$ cat config.mk
export PLATFORM = sky130hd
export DESIGN_NAME = latched_flag_field
export DESIGN_NICKNAME = d
export VERILOG_FILES = /design/src/hdl/flag_field_pkg.sv /design/src/hdl/latched_flag_field.sv
export SDC_FILE = /design/constraint.sdc
export NUM_CORES = 1
export LEC_CHECK = 0
export ABC_AREA = 1
export BUFFER_PORTS_ARGS = -buffer_cell sky130_fd_sc_hd__buf_2
export CORE_MARGIN = 3
export CORE_UTILIZATION = 30
export CTS_CLUSTER_SIZE = 24
export DETAILED_ROUTE_END_ITERATION = 10
export HOLD_SLACK_MARGIN = 0.06
export PLACE_DENSITY_LB_ADDON = 0.2
export SKIP_CTS_REPAIR_TIMING = 1
export SYNTH_ARGS = -nofsm -noshare
export SYNTH_HDL_FRONTEND = slang
export SYNTH_SLANG_ARGS = --single-unit
$ cat constraint.sdc
create_clock -name I_CORE_CLK -period 2.1 [get_ports I_CORE_CLK]
set_input_delay 0.105 -clock I_CORE_CLK [delete_from_list [all_inputs] [get_ports I_CORE_CLK]]
set_output_delay 0.105 -clock I_CORE_CLK [all_outputs]
set_load 0.01 [all_outputs]
$ cat src/hdl/flag_field_pkg.sv
// Constants for the latched status flag field and its two-wire read port.
// Assumes a single core clock; offsets are byte addresses on the two-wire bus.
package flag_field_pkg;
   // Bounds of the flag field in the management memory
   localparam logic [7:0] FIELD_FIRST = 8'h03;
   localparam logic [7:0] FIELD_LAST = 8'h15;
   // Byte offsets of the individual registers
   localparam logic [7:0] OFF_SIGNAL_LOSS = 8'h03;
   localparam logic [7:0] OFF_TX_FAULT = 8'h04;
   localparam logic [7:0] OFF_RESERVED_A = 8'h05;
   localparam logic [7:0] OFF_TEMPERATURE = 8'h06;
   localparam logic [7:0] OFF_SUPPLY_VOLTAGE = 8'h07;
   localparam logic [7:0] OFF_VENDOR = 8'h08;
   localparam logic [7:0] OFF_RX_POWER = 8'h09;
   // Implemented bits per register; reserved bits read zero
   localparam logic [7:0] IMPL_SIGNAL_LOSS = 8'hFF;
   localparam logic [7:0] IMPL_TX_FAULT = 8'h0F;
   localparam logic [7:0] IMPL_TEMPERATURE = 8'hF1;
   localparam logic [7:0] IMPL_SUPPLY_VOLTAGE = 8'hF0;
   localparam logic [7:0] IMPL_RX_POWER = 8'hFF;
   // Field positions inside the temperature byte
   localparam int INIT_DONE_BIT = 0;
   // Reset value of every latched flag
   localparam logic [7:0] FLAG_RESET = 8'h00;
   // Default 7-bit two-wire device address
   localparam logic [6:0] DEVICE_ADDR_DEFAULT = 7'h50;
endpackage

$ cat src/hdl/latched_flag_field.sv
// Latched status flags of a four-channel transceiver module, read and
// cleared over the two-wire management port; drives the interrupt request.
// Assumes condition and mask inputs come from logic on the core clock;
// the two-wire lines and the module reset pin are asynchronous.
// Behaviour
// Bytes 3 to 21 form the flag field
// Flags read zero without their condition
// Defined conditions set their flag bits
// Flags stay set until read clears them
// Module reset pin clears all flags
// Persistent condition may re-set flag immediately
// Host tolerates interrupt glitch or steady assertion
// Masked flags latch but raise no interrupt
// Byte 3 holds transmit/receive signal loss
// Byte 4 holds transmit faults; rest reserved
// Byte 6 holds temperature alarms and warnings
// Init-complete bit set after reset, read-cleared
// Byte 7 supply voltage flags; byte 8 vendor
// Byte 9 holds receive power channels 1,2
// Interrupt low while any unmasked flag set
// Clear only transferred bytes; never lose events
`timescale 1ns/1ps
module latched_flag_field #(
   parameter logic [6:0] DEVICE_ADDR = flag_field_pkg::DEVICE_ADDR_DEFAULT
) (
   input wire logic I_CORE_CLK,
   input wire logic I_RST,
   input wire logic I_MODULE_RESET_N,
   input wire logic I_SCL,
   input wire logic I_SDA,
   output logic O_SDA,
   output logic O_SDA_OE,
   input wire logic [3:0] I_TX_LOSS,
   input wire logic [3:0] I_RX_LOSS,
   input wire logic [3:0] I_TX_FAULT,
   input wire logic [3:0] I_TEMP_COND,
   input wire logic [3:0] I_VCC_COND,
   input wire logic [3:0] I_RX_POWER_CH1,
   input wire logic [3:0] I_RX_POWER_CH2,
   input wire logic I_INIT_DONE,
   input wire logic [7:0] I_VENDOR_FLAGS,
   input wire logic [7:0] I_MASK_SIGNAL_LOSS,
   input wire logic [7:0] I_MASK_TX_FAULT,
   input wire logic [7:0] I_MASK_TEMPERATURE,
   input wire logic [7:0] I_MASK_SUPPLY_VOLTAGE,
   input wire logic [7:0] I_MASK_RX_POWER,
   output logic O_INTERRUPT_REQUEST_N
);

   // Two-wire port states
   typedef enum logic [2:0] {
      ST_IDLE,
      ST_ADDR,
      ST_ADDR_ACK,
      ST_PTR,
      ST_PTR_ACK,
      ST_WDATA,
      ST_RDATA,
      ST_RDATA_ACK
   } port_state_e;

   // Latch update: set wins over clear so no event is lost
   function automatic logic [7:0] latch_next(input logic [7:0] cur, input logic [7:0] set,
                                             input logic [7:0] clr, input logic [7:0] impl);
      latch_next = ((cur & ~clr) | set) & impl;
   endfunction

   // Bits to clear in one register: only those the host actually received
   function automatic logic [7:0] clear_for(input logic fire, input logic [7:0] ptr,
                                            input logic [7:0] off, input logic [7:0] snap);
      clear_for = (fire && ptr == off) ? snap : 8'h00;
   endfunction

   // Synchroniser chains; first stage feeds only the second
   logic scl_s1_reg, scl_s2_reg, scl_s3_reg;
   logic sda_s1_reg, sda_s2_reg, sda_s3_reg;
   logic rstn_s1_reg, rstn_s2_reg;

   // Two-wire protocol state
   port_state_e state_reg;
   logic [2:0] bit_cnt_reg; // Bit position within the byte
   logic byte_full_reg; // Eighth bit has been clocked
   logic [7:0] rx_shift_reg; // Incoming bits
   logic [7:0] tx_shift_reg; // Outgoing bits
   logic [7:0] snap_reg; // Value handed to the host for this byte
   logic [7:0] ptr_reg; // Byte address pointer
   logic read_dir_reg; // Current transaction is a read
   logic host_ack_reg; // Host acknowledged the last byte
   logic sda_out_reg;
   logic sda_oe_reg;

   // Latched flag registers
   logic [7:0] sig_loss_reg;
   logic [7:0] tx_fault_reg;
   logic [7:0] temp_reg;
   logic [7:0] vcc_reg;
   logic [7:0] rx_power_reg;
   logic init_pending_reg; // Waiting for initialization to finish
   logic irq_n_reg;

   // Bus events seen on the synchronised lines
   wire scl_rise = scl_s2_reg && !scl_s3_reg;
   wire scl_fall = !scl_s2_reg && scl_s3_reg;
   wire start_seen = scl_s2_reg && scl_s3_reg && !sda_s2_reg && sda_s3_reg;
   wire stop_seen = scl_s2_reg && scl_s3_reg && sda_s2_reg && !sda_s3_reg;
   wire addr_match = rx_shift_reg[7:1] == DEVICE_ADDR;
   wire shifting = state_reg == ST_ADDR || state_reg == ST_PTR ||
                   state_reg == ST_WDATA || state_reg == ST_RDATA;

   // Either reset source restarts the block
   wire rst_all = I_RST || !rstn_s2_reg;

   // Clear fires on the host's acknowledge clock, after all 8 bits went out
   wire clear_fire = scl_rise && state_reg == ST_RDATA_ACK;

   // Initialization-complete event, once per reset
   wire init_set = init_pending_reg && I_INIT_DONE;

   // Condition vectors placed at their bit positions
   wire [7:0] set_sig_loss = {I_TX_LOSS, I_RX_LOSS};
   wire [7:0] set_tx_fault = {4'h0, I_TX_FAULT};
   wire [7:0] set_temp = {I_TEMP_COND, 3'h0, init_set};
   wire [7:0] set_vcc = {I_VCC_COND, 4'h0};
   wire [7:0] set_rx_power = {I_RX_POWER_CH1, I_RX_POWER_CH2};

   // Read data selection; unimplemented bytes of the field read zero
   wire [7:0] rd_byte =
      (ptr_reg == flag_field_pkg::OFF_SIGNAL_LOSS) ? sig_loss_reg :
      (ptr_reg == flag_field_pkg::OFF_TX_FAULT) ? tx_fault_reg :
      (ptr_reg == flag_field_pkg::OFF_TEMPERATURE) ? temp_reg :
      (ptr_reg == flag_field_pkg::OFF_SUPPLY_VOLTAGE) ? vcc_reg :
      (ptr_reg == flag_field_pkg::OFF_VENDOR) ? I_VENDOR_FLAGS :
      (ptr_reg == flag_field_pkg::OFF_RX_POWER) ? rx_power_reg :
      8'h00;

   // Unmasked flag summary
   wire any_unmasked = |(sig_loss_reg & ~I_MASK_SIGNAL_LOSS) |
                       |(tx_fault_reg & ~I_MASK_TX_FAULT) |
                       |(temp_reg & ~I_MASK_TEMPERATURE) |
                       |(vcc_reg & ~I_MASK_SUPPLY_VOLTAGE) |
                       |(rx_power_reg & ~I_MASK_RX_POWER);

   // Synchronisers; the reset pin chain answers only to the core reset
   always_ff @(posedge I_CORE_CLK) begin
      if (I_RST) begin
         scl_s1_reg <= 1'b1;
         scl_s2_reg <= 1'b1;
         scl_s3_reg <= 1'b1;
         sda_s1_reg <= 1'b1;
         sda_s2_reg <= 1'b1;
         sda_s3_reg <= 1'b1;
         rstn_s1_reg <= 1'b1;
         rstn_s2_reg <= 1'b1;
      end else begin
         scl_s1_reg <= I_SCL;
         scl_s2_reg <= scl_s1_reg;
         scl_s3_reg <= scl_s2_reg;
         sda_s1_reg <= I_SDA;
         sda_s2_reg <= sda_s1_reg;
         sda_s3_reg <= sda_s2_reg;
         rstn_s1_reg <= I_MODULE_RESET_N;
         rstn_s2_reg <= rstn_s1_reg;
      end
   end

   // Bit capture on rising clock edges
   always_ff @(posedge I_CORE_CLK) begin
      if (rst_all || start_seen || stop_seen) begin
         bit_cnt_reg <= 3'h0;
         byte_full_reg <= 1'b0;
         rx_shift_reg <= 8'h00;
         host_ack_reg <= 1'b0;
      end else if (scl_rise) begin
         // Host acknowledge is sampled in the ninth clock of a read byte
         if (state_reg == ST_RDATA_ACK) begin
            host_ack_reg <= !sda_s2_reg;
         end
         if (shifting) begin
            rx_shift_reg <= {rx_shift_reg[6:0], sda_s2_reg};
            bit_cnt_reg <= bit_cnt_reg + 3'h1;
            byte_full_reg <= bit_cnt_reg == 3'h7;
         end
      end else if (scl_fall) begin
         byte_full_reg <= 1'b0;
      end
   end

   // Protocol sequencing and line drive; data changes only while SCL is low
   always_ff @(posedge I_CORE_CLK) begin
      if (rst_all) begin
         state_reg <= ST_IDLE;
         ptr_reg <= 8'h00;
         read_dir_reg <= 1'b0;
         tx_shift_reg <= 8'h00;
         snap_reg <= 8'h00;
         sda_out_reg <= 1'b1;
         sda_oe_reg <= 1'b0;
      end else if (start_seen || stop_seen) begin
         // Start or repeated start re-arms; stop releases the bus
         state_reg <= start_seen ? ST_ADDR : ST_IDLE;
         sda_out_reg <= 1'b1;
         sda_oe_reg <= 1'b0;
      end else if (scl_rise && state_reg == ST_RDATA_ACK) begin
         // Byte delivered, move to the next address
         ptr_reg <= ptr_reg + 8'h01;
      end else if (scl_fall) begin
         unique case (state_reg)
            ST_IDLE: begin
               sda_oe_reg <= 1'b0;
            end
            ST_ADDR: begin
               if (byte_full_reg) begin
                  // Acknowledge only our own address
                  state_reg <= addr_match ? ST_ADDR_ACK : ST_IDLE;
                  read_dir_reg <= rx_shift_reg[0];
                  sda_out_reg <= !addr_match;
                  sda_oe_reg <= addr_match;
               end
            end
            ST_ADDR_ACK, ST_RDATA_ACK: begin
               if ((state_reg == ST_ADDR_ACK && read_dir_reg) ||
                   (state_reg == ST_RDATA_ACK && host_ack_reg)) begin
                  // Load and present the first bit of the next byte
                  state_reg <= ST_RDATA;
                  tx_shift_reg <= rd_byte;
                  snap_reg <= rd_byte;
                  sda_out_reg <= rd_byte[7];
                  sda_oe_reg <= !rd_byte[7];
               end else begin
                  // Write continues with the pointer; a not-acknowledge ends the read
                  state_reg <= (state_reg == ST_ADDR_ACK) ? ST_PTR : ST_IDLE;
                  sda_out_reg <= 1'b1;
                  sda_oe_reg <= 1'b0;
               end
            end
            ST_PTR, ST_WDATA: begin
               if (byte_full_reg) begin
                  // Data bytes after the pointer are acknowledged and dropped
                  if (state_reg == ST_PTR) begin
                     ptr_reg <= rx_shift_reg;
                  end
                  state_reg <= ST_PTR_ACK;
                  sda_out_reg <= 1'b0;
                  sda_oe_reg <= 1'b1;
               end
            end
            ST_PTR_ACK: begin
               state_reg <= ST_WDATA;
               sda_out_reg <= 1'b1;
               sda_oe_reg <= 1'b0;
            end
            ST_RDATA: begin
               if (byte_full_reg) begin
                  // Release for the host's acknowledge
                  state_reg <= ST_RDATA_ACK;
                  sda_out_reg <= 1'b1;
                  sda_oe_reg <= 1'b0;
               end else begin
                  tx_shift_reg <= {tx_shift_reg[6:0], 1'b0};
                  sda_out_reg <= tx_shift_reg[6];
                  sda_oe_reg <= !tx_shift_reg[6];
               end
            end
         endcase
      end
   end

   // Flag latches: set by conditions, cleared by completed reads.
   // A condition still present re-sets its bit in the clearing cycle.
   always_ff @(posedge I_CORE_CLK) begin
      if (rst_all) begin
         sig_loss_reg <= flag_field_pkg::FLAG_RESET;
         tx_fault_reg <= flag_field_pkg::FLAG_RESET;
         temp_reg <= flag_field_pkg::FLAG_RESET;
         vcc_reg <= flag_field_pkg::FLAG_RESET;
         rx_power_reg <= flag_field_pkg::FLAG_RESET;
         init_pending_reg <= 1'b1;
      end else begin
         sig_loss_reg <= latch_next(sig_loss_reg, set_sig_loss,
            clear_for(clear_fire, ptr_reg, flag_field_pkg::OFF_SIGNAL_LOSS, snap_reg),
            flag_field_pkg::IMPL_SIGNAL_LOSS);
         tx_fault_reg <= latch_next(tx_fault_reg, set_tx_fault,
            clear_for(clear_fire, ptr_reg, flag_field_pkg::OFF_TX_FAULT, snap_reg),
            flag_field_pkg::IMPL_TX_FAULT);
         temp_reg <= latch_next(temp_reg, set_temp,
            clear_for(clear_fire, ptr_reg, flag_field_pkg::OFF_TEMPERATURE, snap_reg),
            flag_field_pkg::IMPL_TEMPERATURE);
         vcc_reg <= latch_next(vcc_reg, set_vcc,
            clear_for(clear_fire, ptr_reg, flag_field_pkg::OFF_SUPPLY_VOLTAGE, snap_reg),
            flag_field_pkg::IMPL_SUPPLY_VOLTAGE);
         rx_power_reg <= latch_next(rx_power_reg, set_rx_power,
            clear_for(clear_fire, ptr_reg, flag_field_pkg::OFF_RX_POWER, snap_reg),
            flag_field_pkg::IMPL_RX_POWER);
         // Init-complete fires once per reset
         if (I_INIT_DONE) begin
            init_pending_reg <= 1'b0;
         end
      end
   end

   // Interrupt request, registered from the latched flags
   always_ff @(posedge I_CORE_CLK) begin
      if (rst_all) begin
         irq_n_reg <= 1'b1;
      end else begin
         irq_n_reg <= !any_unmasked;
      end
   end

   // Outputs straight from flip-flops
   assign O_SDA = sda_out_reg;
   assign O_SDA_OE = sda_oe_reg;
   assign O_INTERRUPT_REQUEST_N = irq_n_reg;

endmodule

==> results_tabular.tex, run 1 <==
\begin{tabular}{lr}
\hline
Metric & Value \\
\hline
\multicolumn{2}{l}{\textbf{Run status}} \\
\quad Status & finished, final reports clean \\
\multicolumn{2}{l}{\textbf{Min path}} \\
\quad Hold Crit Class & in -> reg \\
\quad Number of cells on the worst hold path & 3 \\
\multicolumn{2}{l}{\textbf{Pwr}} \\
\quad Ratio of total power to cell area & 697 mW/mm² \\
\quad Largest voltage drop on the vdd net & 0.312 mV \\
\quad Internal power of the cells & 2.90 mW \\
\quad Sw Share & between 20\% and 30\% \\
\quad Gate power share & 7.8\% \\
\quad Leak & 2.33 nW \\
\quad Switching pwr & 0.800 mW \\
\quad Clock Power Share & 48.3\% \\
\quad Seq pwr share & 43.9\% \\
\multicolumn{2}{l}{\textbf{GRT}} \\
\quad First-pass GRT wire length & 17500 µm \\
\quad GRT Util Overall & 14.7\% \\
\quad Initial antenna violation count & 0 \\
\quad Global route total overflow & 0 \\
\quad Maximum number of pins on one net before global-route repair & 43 \\
\quad Via count of the first global-routing pass & 3656 \\
\multicolumn{2}{l}{\textbf{Setup path}} \\
\quad Worst EP required & $\sim$2.4 ns \\
\quad Cell at the slowest stage of the critical path & sky130\_fd\_sc\_hd\_\_dfxtp\_1 \\
\quad Buffers and inverters on the worst path & 3 \\
\quad Endpoint kind of the worst setup timing path & register \\
\quad Crit path DAT & roughly 2.1 ns \\
\quad Number of cells on the critical path & 8 \\
\quad Biggest cell delay along the critical path & 0.37 ns \\
\quad Most common cell on crit path & sky130\_fd\_sc\_hd\_\_inv\_1 \\
\quad Type of element launching the critical path & register \\
\quad Critical path class & reg -> reg \\
\quad CP max FO & 11 \\
\quad Family of cells with the greatest summed delay on the critical path & simple AND/OR/NAND/NOR gates \\
\quad Cells along the critical path & inv\_1, nand2\_1, nor2\_4, inv\_2, a21oi\_2, inv\_1, or2\_0, a21oi\_1 \\
\quad Depth of the worst register-to-register path & 8 \\
\multicolumn{2}{l}{\textbf{Placement}} \\
\quad Dpl hpwl & 8320 µm \\
\quad Number of buffers added on ports & 73 \\
\quad Final weighted congestion of routability-driven global placement & 0.848 \\
\quad Minimum setup slack after placement & 0.170 ns \\
\multicolumn{2}{l}{\textbf{Synthesis}} \\
\quad Synth Cell Area & 0.00405 mm² \\
\quad Synth top cells by count & 105 x sky130\_fd\_sc\_hd\_\_inv\_1, 93 x sky130\_fd\_sc\_hd\_\_nand2\_1, 81 x sky130\_fd\_sc\_hd\_\_dfxtp\_1, 65 x sky130\_fd\_sc\_hd\_\_o21ai\_0, 59 x sky130\_fd\_sc\_hd\_\_a21oi\_1 \\
\quad Synthesized net count & 663 \\
\quad Largest area contributor in the netlist & sky130\_fd\_sc\_hd\_\_dfxtp\_1 \\
\quad Synth Flop Type & sky130\_fd\_sc\_hd\_\_dfxtp\_1 \\
\quad Seq/Total Area, Yosys & 40.0\% \\
\quad Fraction of synthesis flops using an asynchronous set or reset pin & 0\% \\
\quad Flip-flop and latch count after synthesis & 81 \\
\quad Distinct cells, synth & 38 \\
\quad Area fraction of the dominant cell type after synthesis & 40.0\% \\
\quad Syn. warnings & 0 \\
\quad Number of flops mapped to enable cells by yosys & 0 \\
\quad Average cell area after synthesis & 7.05 µm² \\
\quad Cell with the most instances after synthesis & sky130\_fd\_sc\_hd\_\_inv\_1 \\
\quad Synth area leaders & sky130\_fd\_sc\_hd\_\_dfxtp\_1 40\%, sky130\_fd\_sc\_hd\_\_inv\_1 9.7\%, sky130\_fd\_sc\_hd\_\_nand2\_1 8.6\%, sky130\_fd\_sc\_hd\_\_o21ai\_0 8.0\%, sky130\_fd\_sc\_hd\_\_a21oi\_1 7.3\% \\
\quad Number of instances in the synthesized netlist & 575 \\
\multicolumn{2}{l}{\textbf{Clocking}} \\
\quad Number of buffers added by the clock tree synthesis step & 9 \\
\quad CTS tree & built \\
\quad Clock tree buffer depth & 2 \\
\quad TritonCTS Sinks & 81 \\
\quad Post-CTS clock slew at the launch and capture registers of the worst setup and hold paths & 0.06 ns \\
\quad Source-to-sink clock delay at the later pin of the worst-skew pair & 0.34 ns \\
\quad Clock root cell & sky130\_fd\_sc\_hd\_\_clkbuf\_16 \\
\quad CTS H-tree depth & 3 \\
\multicolumn{2}{l}{\textbf{Detailed routing}} \\
\quad Number of DRC markers after the initial detailed-route iteration & $\sim$300 \\
\quad DR pass1 iterations & 5 \\
\quad Post-DR vias/cell & 4.70 \\
\quad Detailed-route wire length & 11200 µm \\
\quad Routed len/inst & 12.9 µm \\
\quad Antenna Nets Post-Route & 0 \\
\quad DRC & 0 \\
\quad DR vias & 4078 \\
\multicolumn{2}{l}{\textbf{Cells and area}} \\
\quad Net count, final & between 700 and 800 \\
\quad Synth-to-Final Area Change & 31.1\% \\
\quad \# diodes & 0 \\
\quad Share of the core filled with cells & 41.1\% \\
\quad Share of layout cells above drive strength 1 & 19.6\% \\
\multicolumn{2}{l}{\textbf{STA}} \\
\quad Unrepaired setup endpoints after global routing & no \\
\quad FMAX & 0.556 GHz \\
\quad Transition time at the pin with the least slew margin & slightly below 0.5 ns \\
\quad Total Negative Setup Slacks & 0 ns \\
\quad Share of the cycle needed by the critical path after routing & around 86\% \\
\quad Final setup slack of the worst path & slightly above 0.3 ns \\
\quad Minimum clock period & 1.80 ns \\
\quad Fin Clk Skew & 0.00672 ns \\
\quad Fin. Hold Viols & 0 \\
\quad Count of final max-slew check failures & 0 \\
\quad Relative max-transition margin & between 60\% and 70\% \\
\quad Number of endpoints failing setup at the final stage & 0 \\
\multicolumn{2}{l}{\textbf{Floorplan}} \\
\quad Overall die area & around 0.015 mm² \\
\quad Placeable core region & 0.0129 mm² \\
\quad Height of the die & 122 µm \\
\quad Starting Density & 31.3\% \\
\quad Die outline width & 122 µm \\
\quad Total number of placement rows & 41 \\
\quad Number of placed I/O pins & 85 \\
\multicolumn{2}{l}{\textbf{Flow run}} \\
\quad Max-cap violations & 0 \\
\hline
\end{tabular}
-- worst reg2reg max path: stages, from the launching register on --
cell and delay [ns]:
sky130_fd_sc_hd__dfxtp_1 0.37, sky130_fd_sc_hd__inv_1 0.10, sky130_fd_sc_hd__nand2_1 0.11, sky130_fd_sc_hd__nor2_4 0.23, sky130_fd_sc_hd__inv_2 0.17, sky130_fd_sc_hd__a21oi_2 0.19
sky130_fd_sc_hd__inv_1 0.18, sky130_fd_sc_hd__or2_0 0.25, sky130_fd_sc_hd__a21oi_1 0.12
-- placed cells by master (no fill, tap or decap), types with 9 or more instances in the layout --
master | synthesis | final
sky130_fd_sc_hd__o22ai_1 | 10 | 10
sky130_fd_sc_hd__nand3_1 | 23 | 23
sky130_fd_sc_hd__nand2_1 | 93 | 93
sky130_fd_sc_hd__a21oi_1 | 59 | 59
sky130_fd_sc_hd__nand4_1 | 9 | 9
sky130_fd_sc_hd__nor2_1 | 35 | 35
sky130_fd_sc_hd__dlygate4sd3_1 | 0 | 36
sky130_fd_sc_hd__o21ai_0 | 65 | 65
sky130_fd_sc_hd__dfxtp_1 | 81 | 81
sky130_fd_sc_hd__clkbuf_16 | 0 | 9
sky130_fd_sc_hd__buf_2 | 3 | 73
sky130_fd_sc_hd__inv_1 | 105 | 105
-- worst paths after layout --
check,slack (ns),endpoint,start
worst max register to register,0.30,bit_cnt_reg[0],state_reg[0]
worst min-delay path,0.14,snap_reg[1],I_VENDOR_FLAGS[1]
worst min register to register,0.41,sda_s2_reg,sda_s1_reg
worst max-delay path,0.30,bit_cnt_reg[0],state_reg[0]
-- metrics by stage --
stage	power, mW	instance area (µm²)	std cells	hold slack [ns]
6_report	3.70	5310	867	0.139
5_1_grt	3.87	5310	867	0.127
4_1_cts	3.71	4950	830	-0.0702
3_5_place_dp	1.90	4610	814	0.289
3_3_place_gp	1.90	4610	814	0.286
2_1_floorplan	1.78	4050	575	0.205
-- routing by layer --
metal	wire length (µm)	track usage (%)
met1	5450	19.3
met2	4980	23.3
met3	724	4.88
met4	64	3.78
met5	0	0
-- logic make-up (layout without fill, tap and decap cells) --
family	after synthesis	after routing	synth area share [%]
buffers and inverters	125	245	12.3
and+or+nand+nor	193	193	21.6
AOI/OAI and AO/OA	169	169	24.0
adders and majority gates	6	6	1.85
xor gates and xnor gates	1	1	0.216
DFF	81	81	40.0
-- area by class of cell --
class | instances | area [µm²]
fillers | 1384 | 7610
well taps | 172 | 215
clock buffers | 11 | 233
clock inverters | 5 | 104
repair buffers | 117 | 786
multi-input cells | 369 | 1930
inverters | 112 | 423
flip-flops and latches | 81 | 1620
-- power by group through the flow --
stage / registers, mW / clock network [mW] / logic, mW
6_report: 1.63 / 1.79 / 0.290
5_1_grt: 1.63 / 1.90 / 0.330
4_1_cts: 1.63 / 1.84 / 0.242
3_5_place_dp: 1.66 / 0 / 0.241
3_3_place_gp: 1.66 / 0 / 0.238
2_1_floorplan: 1.65 / 0 / 0.131
Power figures use the tool's default switching activity.
==> inputs of run 2 (changes only) <==
- RECOVER_POWER: unset -> 100
==> run 2 against run 1 <==
Against the previous run:
- worst setup slack got worse by 0.065 ns
- clock-buffer cell count unchanged
- design area is 0.78% lower
- worst hold slack gained 0.0031 ns
- wire length is 0.11% higher
- combinational power about the same
- critical path depth unchanged
- die area unchanged
- register-to-register slack got worse by 0.07 ns
- first-iteration DRC count increased by 2.0%
==> results_tabular.tex, run 2 (synthesis results as in run 1) <==
\begin{tabular}{lr}
\hline
Metric & Value \\
\hline
\multicolumn{2}{l}{\textbf{Run status}} \\
\quad Status & finished, final reports clean \\
\multicolumn{2}{l}{\textbf{Setup path}} \\
\quad Type of element launching the critical path & register \\
\quad Crit path DAT & 2.13 ns (+0.06 ns) \\
\quad Endpoint kind of the worst setup timing path & register \\
\quad Cells along the critical path & inv\_1, o21ai\_0, inv\_1, nand2\_1, nand3\_1, a21oi\_1, o2111ai\_1, a21oi\_1 \\
\quad CP max FO & 7 (-4) \\
\quad Flop2flop setup slack & 0.24 ns (-0.07 ns) \\
\quad Depth of the worst register-to-register path & 8 (unchanged) \\
\quad Critical path class & reg -> reg \\
\quad Biggest cell delay along the critical path & 0.43 ns (+0.06 ns) \\
\quad Cell at the slowest stage of the critical path & sky130\_fd\_sc\_hd\_\_dfxtp\_1 \\
\quad Reg-to-Reg Start & state\_reg[1] \\
\quad FF-to-FF End & state\_reg[2] \\
\quad Worst EP required & 2.37 ns (about the same) \\
\multicolumn{2}{l}{\textbf{STA}} \\
\quad FMAX & 0.537 GHz (-3.5\%) \\
\quad Worst hold margin & 0.142 ns (+0.00306 ns) \\
\quad Count of final max-slew check failures & 0 (unchanged) \\
\quad Fin. Hold Viols & 0 (unchanged) \\
\quad Minimum clock period & 1.86 ns (+0.0652 ns) \\
\quad Final setup slack of the worst path & 0.237 ns (-0.0652 ns) \\
\quad Fin Clk Skew & 0.00683 ns (+0.000112 ns) \\
\quad Transition time at the pin with the least slew margin & 0.476 ns (-0.0113 ns) \\
\quad Number of endpoints failing setup at the final stage & 0 (unchanged) \\
\quad Unrepaired setup endpoints after global routing & no \\
\quad Share of the cycle needed by the critical path after routing & 88.7\% (+3.1 points) \\
\quad Total Negative Setup Slacks & 0 ns (unchanged) \\
\quad Relative max-transition margin & 68.0\% (+0.76 points) \\
\multicolumn{2}{l}{\textbf{Floorplan}} \\
\quad Overall die area & 0.0149 mm² (unchanged) \\
\quad Height of the die & 122 µm (unchanged) \\
\quad Total number of placement rows & 41 (unchanged) \\
\quad Starting Density & 31.3\% (unchanged) \\
\quad Die outline width & 122 µm (unchanged) \\
\quad Placeable core region & 0.0129 mm² (unchanged) \\
\quad Number of placed I/O pins & 85 (unchanged) \\
\multicolumn{2}{l}{\textbf{Detailed routing}} \\
\quad DRC & 0 (unchanged) \\
\quad Number of DRC markers after the initial detailed-route iteration & 303 (+2.0\%) \\
\quad Detailed-route wire length & 11200 µm (+0.11\%) \\
\quad DR vias & 4081 (+0.074\%) \\
\quad Post-DR vias/cell & 4.71 (about the same) \\
\quad Antenna Nets Post-Route & 0 (unchanged) \\
\quad Routed len/inst & 13.0 µm (+0.11\%) \\
\quad DR pass1 iterations & 5 (unchanged) \\
\multicolumn{2}{l}{\textbf{Min path}} \\
\quad Hold Crit Endpoint & snap\_reg[1] \\
\quad Hold Crit Class & in -> reg \\
\quad Hold Startpoint & I\_VENDOR\_FLAGS[1] \\
\quad Number of cells on the worst hold path & 3 (unchanged) \\
\multicolumn{2}{l}{\textbf{Pwr}} \\
\quad Clock Power Share & 48.3\% (about the same) \\
\quad Sw Share & 21.6\% (about the same) \\
\quad Ratio of total power to cell area & 702 mW/mm² (+0.75\%) \\
\quad Switching pwr & 0.800 mW (about the same) \\
\quad Leak & 2.31 nW (-0.72\%) \\
\quad Internal power of the cells & 2.90 mW (about the same) \\
\quad Seq pwr share & 43.9\% (about the same) \\
\quad Gate power share & 7.8\% (about the same) \\
\quad Largest voltage drop on the vdd net & 0.311 mV (about the same) \\
\multicolumn{2}{l}{\textbf{Placement}} \\
\quad Number of buffers added on ports & 73 (unchanged) \\
\quad Dpl hpwl & 8320 µm (unchanged) \\
\quad Final weighted congestion of routability-driven global placement & 0.848 (unchanged) \\
\quad Minimum setup slack after placement & 0.170 ns (unchanged) \\
\multicolumn{2}{l}{\textbf{Cells and area}} \\
\quad Layout filler cell count & 1396 (+0.87\%) \\
\quad Most common library cell in the layout ignoring fill and taps & sky130\_fd\_sc\_hd\_\_inv\_1 \\
\quad Share of the core filled with cells & 40.8\% (-0.32 points) \\
\quad \# diodes & 0 (unchanged) \\
\quad Synth-to-Final Area Change & 30.1\% \\
\quad Net count, final & 778 (unchanged) \\
\quad Most frequent cells in the layout & 105 x sky130\_fd\_sc\_hd\_\_inv\_1, 94 x sky130\_fd\_sc\_hd\_\_nand2\_1, 81 x sky130\_fd\_sc\_hd\_\_dfxtp\_1 \\
\quad Share of layout cells above drive strength 1 & 18.0\% (-1.6 points) \\
\multicolumn{2}{l}{\textbf{Clocking}} \\
\quad Number of buffers added by the clock tree synthesis step & 9 (unchanged) \\
\quad Post-CTS clock slew at the launch and capture registers of the worst setup and hold paths & 0.06 ns (about the same) \\
\quad TritonCTS Sinks & 81 (unchanged) \\
\quad Clock tree buffer depth & 2 (unchanged) \\
\quad Source-to-sink clock delay at the later pin of the worst-skew pair & 0.34 ns (about the same) \\
\quad Clock root cell & sky130\_fd\_sc\_hd\_\_clkbuf\_16 \\
\quad CTS tree & built \\
\quad CTS H-tree depth & 3 (unchanged) \\
\multicolumn{2}{l}{\textbf{GRT}} \\
\quad Via count of the first global-routing pass & 3656 (unchanged) \\
\quad Maximum number of pins on one net before global-route repair & 43 (unchanged) \\
\quad First-pass GRT wire length & 17500 µm (unchanged) \\
\quad GRT Util Overall & 14.7\% (unchanged) \\
\quad Initial antenna violation count & 0 (unchanged) \\
\quad Global route total overflow & 0 (unchanged) \\
\multicolumn{2}{l}{\textbf{Flow run}} \\
\quad Max-cap violations & 0 (unchanged) \\
\hline
\end{tabular}
## run 2: cell types whose count changed in the layout (fill, tap and decap cells not counted), moves of 3 or more
cell	delta
sky130_fd_sc_hd__clkbuf_1	+5
sky130_fd_sc_hd__buf_2	-4
sky130_fd_sc_hd__a21oi_1	+3
sky130_fd_sc_hd__a21oi_2	-3
sky130_fd_sc_hd__buf_4	-3
## run 2: power by group through the flow
stage | clock [mW] | sequential [mW] | combinational [mW]
2_1_floorplan | 0 | 1.65 | 0.131
5_1_grt | 1.90 | 1.63 | 0.328
3_5_place_dp | 0 | 1.66 | 0.241
6_report | 1.79 | 1.63 | 0.289
4_1_cts | 1.84 | 1.63 | 0.242
3_3_place_gp | 0 | 1.66 | 0.238
## run 2: routing by layer
metal	routed length [µm]	part of all wire [%]	track usage (%)	vias to the layer above
met2	4990	44	23.3	124
li1	-	-	-	2123
met3	746	6.6	4.88	4
met5	0	0	0	-
met1	5430	48	19.3	1830
met4	64	0.57	3.78	0
## run 2: worst max-delay path by stage
| stage | slack [ns] | start | cells after the start | to |
|---|---|---|---|---|
| after global routing | 0.01 | ptr_reg[1] | 7 | sig_loss_reg[2] |
| after global placement | 0.20 | ptr_reg[0] | 11 | O_SDA_OE |
| after floorplan | 0.52 | ptr_reg[0] | 9 | tx_shift_reg[2] |
| after CTS | 0.16 | ptr_reg[0] | 10 | O_SDA |
| final | 0.24 | state_reg[1] | 8 | state_reg[2] |
| after detailed placement | 0.17 | ptr_reg[0] | 7 | tx_shift_reg[2] |
## run 2: through the flow
step / power (mW) / cell area [µm²] / std cells
floorplan: 1.78 / 4050 / 575
global placement: 1.90 / 4610 / 814
detailed placement: 1.90 / 4610 / 814
CTS: 3.71 / 4950 / 830
global route: 3.86 / 5270 / 867
finish: 3.70 / 5270 / 867
## run 2: worst max-delay path, delay by kind of cell (launching register included)
kind | cells | cell delay (ns)
AOI/OAI and AO/OA | 4 | 0.93
buffers and inverters | 2 | 0.22
DFF | 1 | 0.43
and+or+nand+nor | 2 | 0.21
## run 2: cell type report
cell class              instances  area [µm²]  share of cell area, %
flip-flops and latches         81        1620                   30.8
repair buffers                117         772                   14.6
clock buffers                  11         233                   4.41
clock inverters                 5         104                   1.97
well taps                     172         215                   4.08
inverters                     112         423                   8.02
multi-input cells             369        1900                   36.1
